<file path="src/core/acs_pkg.sv">
/*
  Shared constants for the conversion sequencer: register map of the
  controller, field positions, clock-select and trigger-source codes,
  conversion timing counts.
  Assumes a single 100 MHz system clock shared by both ends.
*/
package acs_pkg;

  // ************************************************************
  // timing
  // ************************************************************
  localparam int CLOCK_PERIOD_NS = 10;
  localparam int INSTR_PERIOD_NS = 40;
  localparam int INSTR_CYCLES = (INSTR_PERIOD_NS + CLOCK_PERIOD_NS - 1) / CLOCK_PERIOD_NS;
  localparam int CONV_TADS = 12;
  localparam int FRC_TAD_CYCLES = 16;

  // ************************************************************
  // widths
  // ************************************************************
  localparam int RESULT_BITS = 10;
  localparam int TRIG_SOURCES = 18;
  localparam int TRIG_BITS = 5;
  localparam int CLKSEL_BITS = 3;

  // ************************************************************
  // clock select codes
  // ************************************************************
  localparam logic [2:0] CLK_DIV2 = 3'h0;
  localparam logic [2:0] CLK_DIV8 = 3'h1;
  localparam logic [2:0] CLK_DIV32 = 3'h2;
  localparam logic [2:0] CLK_DIV4 = 3'h4;
  localparam logic [2:0] CLK_DIV16 = 3'h5;
  localparam logic [2:0] CLK_DIV64 = 3'h6;
  localparam logic [1:0] CLK_RC_LOW = 2'h3;

  // ************************************************************
  // trigger source codes
  // ************************************************************
  localparam logic [4:0] TRIG_OFF = 5'h00;
  localparam logic [4:0] TRIG_PIN = 5'h01;
  localparam logic [4:0] TRIG_TIMER_ZERO = 5'h02;
  localparam logic [4:0] TRIG_TIMER_ONE = 5'h03;
  localparam logic [4:0] TRIG_TIMER_TWO = 5'h04;
  localparam logic [4:0] TRIG_CAPTURE_A = 5'h05;
  localparam logic [4:0] TRIG_WAVE_A = 5'h07;
  localparam logic [4:0] TRIG_NUM_OSC = 5'h0b;
  localparam logic [4:0] TRIG_COMP_A = 5'h0c;
  localparam logic [4:0] TRIG_PIN_CHANGE = 5'h0e;
  localparam logic [4:0] TRIG_LOGIC_A = 5'h0f;
  localparam logic [4:0] TRIG_LAST = 5'h12;

  // ************************************************************
  // controller register map (byte addresses)
  // ************************************************************
  localparam logic [3:0] REG_CONTROL = 4'h0;
  localparam logic [3:0] REG_TRIGGER = 4'h4;
  localparam logic [3:0] REG_STATUS = 4'h8;
  localparam logic [3:0] REG_RESULT = 4'hc;

  // control fields
  localparam int CTL_ENABLE = 0;
  localparam int CTL_ACTIVE = 1;
  localparam int CTL_IRQ_ENABLE = 2;
  localparam int CTL_JUSTIFY = 3;
  localparam int CTL_CLKSEL = 4;
  localparam int CTL_SLEEP = 7;
  // status fields
  localparam int STS_DONE = 0;
  localparam int STS_POWERED = 1;
  // reset values
  localparam logic [2:0] CLKSEL_RESET = 3'h0;
  localparam logic [4:0] TRIG_RESET = 5'h00;

endpackage

</file>
<file path="src/core/acs_if.sv">
/*
  Link between the conversion sequencer and its controller.
  Assumes both ends run on the same clock.
*/
`timescale 1ns/10ps
interface acs_if;
  // controller to sequencer
  logic converter_enable;
  logic start_request;
  logic done_clear;
  logic conversion_irq_enable;
  logic result_justify_select;
  logic [2:0] conversion_clock_select;
  logic [4:0] trigger_source_select;
  logic sleep_active;
  // sequencer to controller
  logic conversion_active_flag;
  logic conversion_done_flag;
  logic [7:0] result_high;
  logic [7:0] result_low;
  logic wake_request;
  logic converter_powered;

  modport device (
    input converter_enable, start_request, done_clear, conversion_irq_enable,
    input result_justify_select, conversion_clock_select, trigger_source_select, sleep_active,
    output conversion_active_flag, conversion_done_flag, result_high, result_low,
    output wake_request, converter_powered
  );

  modport host (
    output converter_enable, start_request, done_clear, conversion_irq_enable,
    output result_justify_select, conversion_clock_select, trigger_source_select, sleep_active,
    input conversion_active_flag, conversion_done_flag, result_high, result_low,
    input wake_request, converter_powered
  );
endinterface

</file>
<file path="src/core/acs_device.sv">
/*
  Conversion sequencer: start, timing, completion, sleep handling and
  auto-trigger selection around a 10-bit successive-approximation core.
  Assumes the controller on the link drives the control bits and that
  sample_in holds the settled code of the converter core.
*/
// Operation
// completion clears active, sets done, loads result
// reset clears state, aborts conversion
// runs in sleep only on rc clock
// rc clock delays start one instruction
// sleep completion with irq enabled wakes
// sleep completion without irq powers down
// sleep on other clock aborts, powers down
// trigger rising edge sets active flag
// five-bit field selects trigger source
// code zero off, one selects pin
// codes two to four select timers
// codes five to eighteen other sources
// software avoids reserved trigger codes
// triggers ignored during sleep
// software keeps trigger timing legal
// software follows the conversion procedure order
// software clears done flag after reading
// software waits acquisition after channel change
// clock codes 011 and 111 select rc
// justify select shapes result halves
// writing active starts, reads one meanwhile
// never start in enabling write
// triggers during conversion are ignored
// each trigger synchronised, one pulse per edge
`timescale 1ns/10ps
module acs_device (
  // clock and reset
  input wire logic clock_in,
  input wire logic reset_in,
  // controller link
  acs_if.device link,
  // trigger sources, bit n is code n+1
  input wire logic [acs_pkg::TRIG_SOURCES-1:0] trigger_sources_in,
  // converter core
  input wire logic [acs_pkg::RESULT_BITS-1:0] sample_in,
  output logic analog_power_out,
  output logic sampling_out
);
  import acs_pkg::*;

  // ************************************************************
  // types and declarations
  // ************************************************************
  typedef enum logic [2:0] {
    ST_IDLE = 3'b001,
    ST_DELAY = 3'b010,
    ST_CONVERT = 3'b100
  } acs_state_t;

  acs_state_t state;
  acs_state_t next_state;
  logic [TRIG_SOURCES-1:0] source_rise;
  logic trigger_rise;
  logic rc_clock;
  logic start_soft;
  logic start_auto;
  logic start_any;
  logic abort;
  logic finish;
  logic powered_down;
  logic [6:0] tad_count;
  logic [3:0] tad_left;
  logic [2:0] delay_count;
  logic [6:0] tad_length;
  logic [9:0] result_code;

  // ************************************************************
  // trigger synchronisation and selection
  // ************************************************************
  genvar i;
  generate
    for (i = 0; i < TRIG_SOURCES; i = i + 1) begin : g_sync
      acs_edge_sync u_sync (
        .clock_in(clock_in),
        .reset_in(reset_in),
        .level_in(trigger_sources_in[i]),
        .rise_out(source_rise[i])
      );
    end
  endgenerate

  // edges are muxed, not levels, so a source change cannot fake an edge
  always_comb begin
    trigger_rise = 1'b0;
    if (link.trigger_source_select != TRIG_OFF && link.trigger_source_select <= TRIG_LAST) begin
      trigger_rise = source_rise[link.trigger_source_select - 5'h01];
    end
  end

  // ************************************************************
  // start and abort conditions
  // ************************************************************
  assign rc_clock = (link.conversion_clock_select[1:0] == CLK_RC_LOW);
  assign start_soft = link.start_request && link.converter_enable && !powered_down;
  assign start_auto = trigger_rise && link.converter_enable && !link.sleep_active && !powered_down;
  assign start_any = (state == ST_IDLE) && (start_soft || start_auto);
  assign abort = !link.converter_enable || powered_down || (link.sleep_active && !rc_clock);
  assign finish = (state == ST_CONVERT) && !abort && (tad_count == 7'h00) && (tad_left == 4'h0);

  always_comb begin
    unique case (link.conversion_clock_select)
      CLK_DIV2: tad_length = 7'h02;
      CLK_DIV4: tad_length = 7'h04;
      CLK_DIV8: tad_length = 7'h08;
      CLK_DIV16: tad_length = 7'h10;
      CLK_DIV32: tad_length = 7'h20;
      CLK_DIV64: tad_length = 7'h40;
      default: tad_length = 7'(FRC_TAD_CYCLES);
    endcase
  end

  // ************************************************************
  // sequence state
  // ************************************************************
  always_comb begin
    next_state = state;
    unique case (state)
      ST_IDLE: begin
        if (start_any) begin
          next_state = rc_clock ? ST_DELAY : ST_CONVERT;
        end
      end
      ST_DELAY: begin
        if (abort) begin
          next_state = ST_IDLE;
        end else if (delay_count == 3'h0) begin
          next_state = ST_CONVERT;
        end
      end
      ST_CONVERT: begin
        if (abort || finish) begin
          next_state = ST_IDLE;
        end
      end
      default: next_state = ST_IDLE;
    endcase
  end

  always_ff @(posedge clock_in) begin
    if (reset_in) begin
      state <= ST_IDLE;
    end else begin
      state <= next_state;
    end
  end

  // ************************************************************
  // delay and conversion counters
  // ************************************************************
  always_ff @(posedge clock_in) begin
    if (reset_in) begin
      delay_count <= 3'h0;
      tad_count <= 7'h00;
      tad_left <= 4'h0;
    end else begin
      if (start_any) begin
        delay_count <= 3'(INSTR_CYCLES - 1);
      end else if (state == ST_DELAY && delay_count != 3'h0) begin
        delay_count <= delay_count - 3'h1;
      end
      if (next_state == ST_CONVERT && state != ST_CONVERT) begin
        tad_count <= tad_length - 7'h01;
        tad_left <= 4'(CONV_TADS - 1);
      end else if (state == ST_CONVERT) begin
        if (tad_count == 7'h00) begin
          tad_count <= tad_length - 7'h01;
          tad_left <= tad_left - 4'h1;
        end else begin
          tad_count <= tad_count - 7'h01;
        end
      end
    end
  end

  // ************************************************************
  // completion: flags and result
  // ************************************************************
  assign result_code = sample_in;

  always_ff @(posedge clock_in) begin
    if (reset_in) begin
      link.conversion_done_flag <= 1'b0;
    end else if (finish) begin
      link.conversion_done_flag <= 1'b1;
    end else if (link.done_clear) begin
      link.conversion_done_flag <= 1'b0;
    end
  end

  always_ff @(posedge clock_in) begin
    if (reset_in) begin
      link.result_high <= 8'h00;
      link.result_low <= 8'h00;
    end else if (finish) begin
      if (link.result_justify_select) begin
        link.result_high <= {6'h00, result_code[9:8]};
        link.result_low <= result_code[7:0];
      end else begin
        link.result_high <= result_code[9:2];
        link.result_low <= {result_code[1:0], 6'h00};
      end
    end
  end

  always_ff @(posedge clock_in) begin
    if (reset_in) begin
      link.conversion_active_flag <= 1'b0;
    end else begin
      link.conversion_active_flag <= (next_state != ST_IDLE);
    end
  end

  // ************************************************************
  // sleep and power
  // ************************************************************
  always_ff @(posedge clock_in) begin
    if (reset_in) begin
      powered_down <= 1'b0;
      link.wake_request <= 1'b0;
    end else begin
      link.wake_request <= finish && link.sleep_active && link.conversion_irq_enable;
      if (!link.sleep_active) begin
        powered_down <= 1'b0;
      end else if (link.converter_enable && !rc_clock) begin
        powered_down <= 1'b1;
      end else if (finish && !link.conversion_irq_enable) begin
        powered_down <= 1'b1;
      end
    end
  end

  always_ff @(posedge clock_in) begin
    if (reset_in) begin
      analog_power_out <= 1'b0;
      sampling_out <= 1'b0;
      link.converter_powered <= 1'b0;
    end else begin
      analog_power_out <= link.converter_enable && !powered_down;
      link.converter_powered <= link.converter_enable && !powered_down;
      sampling_out <= link.converter_enable && !powered_down && (state == ST_IDLE);
    end
  end
endmodule

</file>
<file path="src/core/acs_edge_sync.sv">
/*
  Three-flop synchroniser with agreement filter and rising-edge pulse.
  Assumes level_in is asynchronous to clock_in.
*/
`timescale 1ns/10ps
module acs_edge_sync (
  // clock and reset
  input wire logic clock_in,
  input wire logic reset_in,
  // signal
  input wire logic level_in,
  output logic rise_out
);
  logic stage_a;
  logic stage_b;
  logic stage_c;
  logic stable;

  always_ff @(posedge clock_in) begin
    if (reset_in) begin
      stage_a <= 1'b0;
      stage_b <= 1'b0;
      stage_c <= 1'b0;
    end else begin
      stage_a <= level_in;
      stage_b <= stage_a;
      stage_c <= stage_b;
    end
  end

  // level counts once second and third stage agree
  always_ff @(posedge clock_in) begin
    if (reset_in) begin
      stable <= 1'b0;
      rise_out <= 1'b0;
    end else begin
      if (stage_b == stage_c) begin
        stable <= stage_c;
      end
      rise_out <= (stage_b == stage_c) && stage_c && !stable;
    end
  end
endmodule

</file>
<file path="src/flat_wrapper.sv">
// flat-port wrapper written by rule: the top's interface ports become plain ports
module acs_device_flat import acs_pkg::*;
  (clock_in, reset_in, trigger_sources_in, sample_in, analog_power_out, sampling_out, link_converter_enable, link_start_request, link_done_clear, link_conversion_irq_enable, link_result_justify_select, link_conversion_clock_select, link_trigger_source_select, link_sleep_active, link_conversion_active_flag, link_conversion_done_flag, link_result_high, link_result_low, link_wake_request, link_converter_powered);
  acs_if link_i ();
  input wire logic clock_in;
  input wire logic reset_in;
  input wire logic [acs_pkg::TRIG_SOURCES-1:0] trigger_sources_in;
  input wire logic [acs_pkg::RESULT_BITS-1:0] sample_in;
  output logic analog_power_out;
  output logic sampling_out;
  input wire logic [$bits(link_i.converter_enable)-1:0] link_converter_enable;
  input wire logic [$bits(link_i.start_request)-1:0] link_start_request;
  input wire logic [$bits(link_i.done_clear)-1:0] link_done_clear;
  input wire logic [$bits(link_i.conversion_irq_enable)-1:0] link_conversion_irq_enable;
  input wire logic [$bits(link_i.result_justify_select)-1:0] link_result_justify_select;
  input wire logic [$bits(link_i.conversion_clock_select)-1:0] link_conversion_clock_select;
  input wire logic [$bits(link_i.trigger_source_select)-1:0] link_trigger_source_select;
  input wire logic [$bits(link_i.sleep_active)-1:0] link_sleep_active;
  output wire logic [$bits(link_i.conversion_active_flag)-1:0] link_conversion_active_flag;
  output wire logic [$bits(link_i.conversion_done_flag)-1:0] link_conversion_done_flag;
  output wire logic [$bits(link_i.result_high)-1:0] link_result_high;
  output wire logic [$bits(link_i.result_low)-1:0] link_result_low;
  output wire logic [$bits(link_i.wake_request)-1:0] link_wake_request;
  output wire logic [$bits(link_i.converter_powered)-1:0] link_converter_powered;
  assign link_i.converter_enable = link_converter_enable;
  assign link_i.start_request = link_start_request;
  assign link_i.done_clear = link_done_clear;
  assign link_i.conversion_irq_enable = link_conversion_irq_enable;
  assign link_i.result_justify_select = link_result_justify_select;
  assign link_i.conversion_clock_select = link_conversion_clock_select;
  assign link_i.trigger_source_select = link_trigger_source_select;
  assign link_i.sleep_active = link_sleep_active;
  assign link_conversion_active_flag = link_i.conversion_active_flag;
  assign link_conversion_done_flag = link_i.conversion_done_flag;
  assign link_result_high = link_i.result_high;
  assign link_result_low = link_i.result_low;
  assign link_wake_request = link_i.wake_request;
  assign link_converter_powered = link_i.converter_powered;
  acs_device u_core (.clock_in(clock_in), .reset_in(reset_in), .link(link_i), .trigger_sources_in(trigger_sources_in), .sample_in(sample_in), .analog_power_out(analog_power_out), .sampling_out(sampling_out));
endmodule
</file>
<file path="config.mk">
export PLATFORM = sky130hd
export DESIGN_NAME = acs_device_flat
export DESIGN_NICKNAME = d
export VERILOG_FILES = /design/src/core/acs_pkg.sv /design/src/core/acs_if.sv /design/src/core/acs_device.sv /design/src/core/acs_edge_sync.sv /design/src/flat_wrapper.sv
export SDC_FILE = /design/constraint.sdc
export NUM_CORES = 1
export LEC_CHECK = 0
export BUFFER_PORTS_ARGS = -buffer_cell sky130_fd_sc_hd__buf_4
export CAP_MARGIN = 20
export CORE_UTILIZATION = 57
export DETAILED_ROUTE_END_ITERATION = 16
export PLACE_DENSITY = 0.91
export SLEW_MARGIN = 0
export SYNTH_ARGS = -nofsm -noshare
export SYNTH_HDL_FRONTEND = slang
export SYNTH_SLANG_ARGS = --single-unit
</file>
<file path="constraint.sdc">
create_clock -name clock_in -period 2.92 [get_ports clock_in]
set_input_delay 0.146 -clock clock_in [delete_from_list [all_inputs] [get_ports clock_in]]
set_output_delay 0.146 -clock clock_in [all_outputs]
set_load 0.01 [all_outputs]
</file>
==> results.md <==
- Status: finished, final reports clean
- Post-synth top flop: dfxtp_1
- Reg2Reg Depth: 9
- CP Launch Type: register
- Core Rows: 33
- Die area: 9140 um2
- RSZ-0062 raised after global routing: false
- Setup tns final: 0 ps
- Final hold vios: 0
- Fmax: 357 MHz
- Via count: 4026
- Post-synth EDFFs: 0
- Total of max-cap violations: 0
- Dpl hpwl: 6450 um
- Power per cell area: 679 nW/um2
- CP Data Required Time: 3360 ps
- Deepest clock path buffer count: 2
- Setup WS pre-CTS: 213 ps
- Final-layout fill cell count: 476
- Skew final: 4.72 ps
- Clk Latency, worst-skew pair: 510 ps
- Leak: 0.00272 uW
- I/O pin total: 66
- Arrival @ worst endpoint: 3240 ps
- Syn avg cell area: 10.2 um2
- Top-count cell post-synth: dfxtp_1
- Flop2flop setup slack: 120 ps
- Antenna violations before repair: 0
- Overall Power: 4490 uW
- Starting density of the core: 0.599
- Critical-path maximum fanout: 16
- Peak supply drop: 0.000486 V
- Syn Inst Count: 489
- Detailed-route wire length per cell: 17.8 um
- Vias in the first global route: 4064
- Final Non-Filler Cells: 711
- IO Port Bufs: 65
- Clock-pin slew on the worst setup and hold paths: 60 ps
- DP Cell Count: 640
- Global-route wire length before repair: 20100 um
- Die height: 95.6 um
- Post-Syn Area: 5000 um2
- Clock root buffer: clkbuf_8
- Crit path kind: register to register
- Fin crit share: 0.960
- CORE AREA: 8340 um2
- Post-synth top area cell: dfxtp_1
- Register area: 2580 um2
- TritonRoute pass-1 iters: 4
- Final Max Slew Viols: 0
- CTS tree: done
- Final core occ: 0.793
- Worst Hold Path Cells: 3
- Final setup viols: 0
- Max transition margin: 0.543
- Final Worst Setup Slack: 117 ps
- Num CTS Buffers: 17
- Detailed Route Iter0 Violations: 179
- Final wirelength: 12600 um
- Final Wtd Congestion: 0.861
- Largest net degree at the start of global routing: 68
- Setup crit end kind: register
- Drc violations: 0
- H-tree levels: 4
- Die width: 95.6 um
- Ranking of synthesized cells by area: dfxtp_1, nor2b_1, ha_1
- Post-synthesis register bit count: 129
- Register area share after synthesis: 0.517
- Yosys top cell area share: 0.517
- Area of the multi-input gates: 2280 um2
- Post-synthesis to final-layout area growth: 32.4%
- Layout net count: 663
- Post-detailed-route count of antenna-violating nets: 0
- Tot GR Track Use: 0.295
- Crit path time final: 2800 ps
- Synth cell types: 47
- Ys async rst share: 0
- YS warnings: 0
- Synthesized net count: 559
- Vias per Instance: 5.66
- Worst hold path class: input pin to register
- Antenna cells: 0
- Worst-margin pin slew: 686 ps
- Clock sinks: 129
- Layout cells sized above 1: 0.191
- Top cells by count, synth: dfxtp_1, nor2b_1, a21oi_1, nor2_1, nand2_1
- Gr ovfl total: 0
critical path, stage by stage, from the launching register on:
cell           delay (ps)
dfxtp_1               340
inv_1                  90
ha_2                  230
or3b_2                510
nor3b_4               240
and4_4                290
buf_6                 180
nand3_1               110
dlygate4sd3_1         570
a21oi_1               170
power breakdown:
| group | internal, uW | switching (uW) | leakage [uW] |
|---|---|---|---|
| registers | 1820 | 34.8 | 0.00105 |
| logic | 180 | 178 | 0.00136 |
| clock network | 1500 | 784 | 0.000310 |
| total | 3500 | 996 | 0.00272 |
metal layers:
metal  global-route usage  vias up  part of all wire
li1                     -     1894                 -
met1                0.339     1919              0.40
met2                0.508      167              0.51
met3               0.0694       46             0.055
met4                0.152        0             0.041
met5                    0        -                 0
state kept, by name, indices dropped and copies added (netlist names):
register / flops
u_core.delay_count: 3
u_core.g_sync.u_sync.rise_out: 18
u_core.g_sync.u_sync.stable: 18
u_core.g_sync.u_sync.stage_a: 18
u_core.g_sync.u_sync.stage_b: 18
u_core.g_sync.u_sync.stage_c: 18
u_core.link.conversion_active_flag: 1
u_core.link.conversion_done_flag: 1
u_core.link.converter_powered: 1
u_core.link.result_high: 8
u_core.link.result_low: 8
u_core.link.wake_request: 1
u_core.powered_down: 1
u_core.sampling_out: 1
u_core.state: 3
u_core.tad_count: 7
u_core.tad_left: 4
repair_timing:
item | 4_1_cts | 5_1_grt
hold buffers | 39 | 0
gates resized for setup | 0 | 5
hold endpoints to repair | 35 | 0
setup endpoints to repair | 0 | 4
setup buffers | 0 | 0
path summary, 6_finish.rpt:
check / start / end
setup / recovery: u_core.tad_count[0]$_SDFFE_PP0P_ / u_core.link.result_low[5]$_SDFFE_PP0P_
setup reg to reg: u_core.tad_count[0]$_SDFFE_PP0P_ / u_core.link.result_low[5]$_SDFFE_PP0P_
hold reg to reg: u_core.g_sync[4].u_sync.stable$_SDFFE_PP0N_ / u_core.g_sync[4].u_sync.rise_out$_SDFF_PP0_
hold / removal: link_conversion_clock_select[0] / u_core.tad_count[2]$_SDFFE_PP0P_
cell usage in the layout, fill, tap and decap left out, types with 3 or more instances in the layout:
master / count
a211oi_1: 3
a21oi_1: 31
a31oi_1: 3
and2_1: 3
buf_4: 69
bufinv_16: 5
clkbuf_16: 16
clkinv_4: 4
dfxtp_1: 129
dlygate4sd3_1: 39
ha_1: 25
inv_1: 11
mux2_2: 5
mux2i_1: 22
mux4_2: 4
nand2_1: 29
nand2b_1: 5
nand3_1: 12
nand3b_1: 7
nand4_1: 3
nor2_1: 31
nor2b_1: 55
nor3_1: 12
nor3b_1: 23
o21ai_0: 11
o31ai_1: 4
xnor2_1: 5
xor2_1: 5
through the flow:
stage | hold WS, ps | cell area, um2
global route | 11.1 | 6620
global placement | 357 | 5570
finish | 6.18 | 6620
CTS | 2.02 | 6600
floorplan | 274 | 5000
detailed placement | 360 | 5570
area by class of cell:
class	instances	share of cell area
clock buffer	20	0.0658
tap	105	0.0199
sequential	129	0.390
multi-input combinational	324	0.345
inverter	11	0.00624
clock inverter	12	0.0312
timing repair buffer	110	0.142
cells by family after synthesis:
family,count (synthesis),share of synthesized area
xor gates and xnor gates,10,0.0175
DFF,129,0.517
muxes,31,0.0734
buffers and inverters,36,0.0290
and+or+nand+nor,194,0.221
adders and majority gates,26,0.0651
AOI/OAI and AO/OA,63,0.0771
Power figures use the tool's default switching activity.
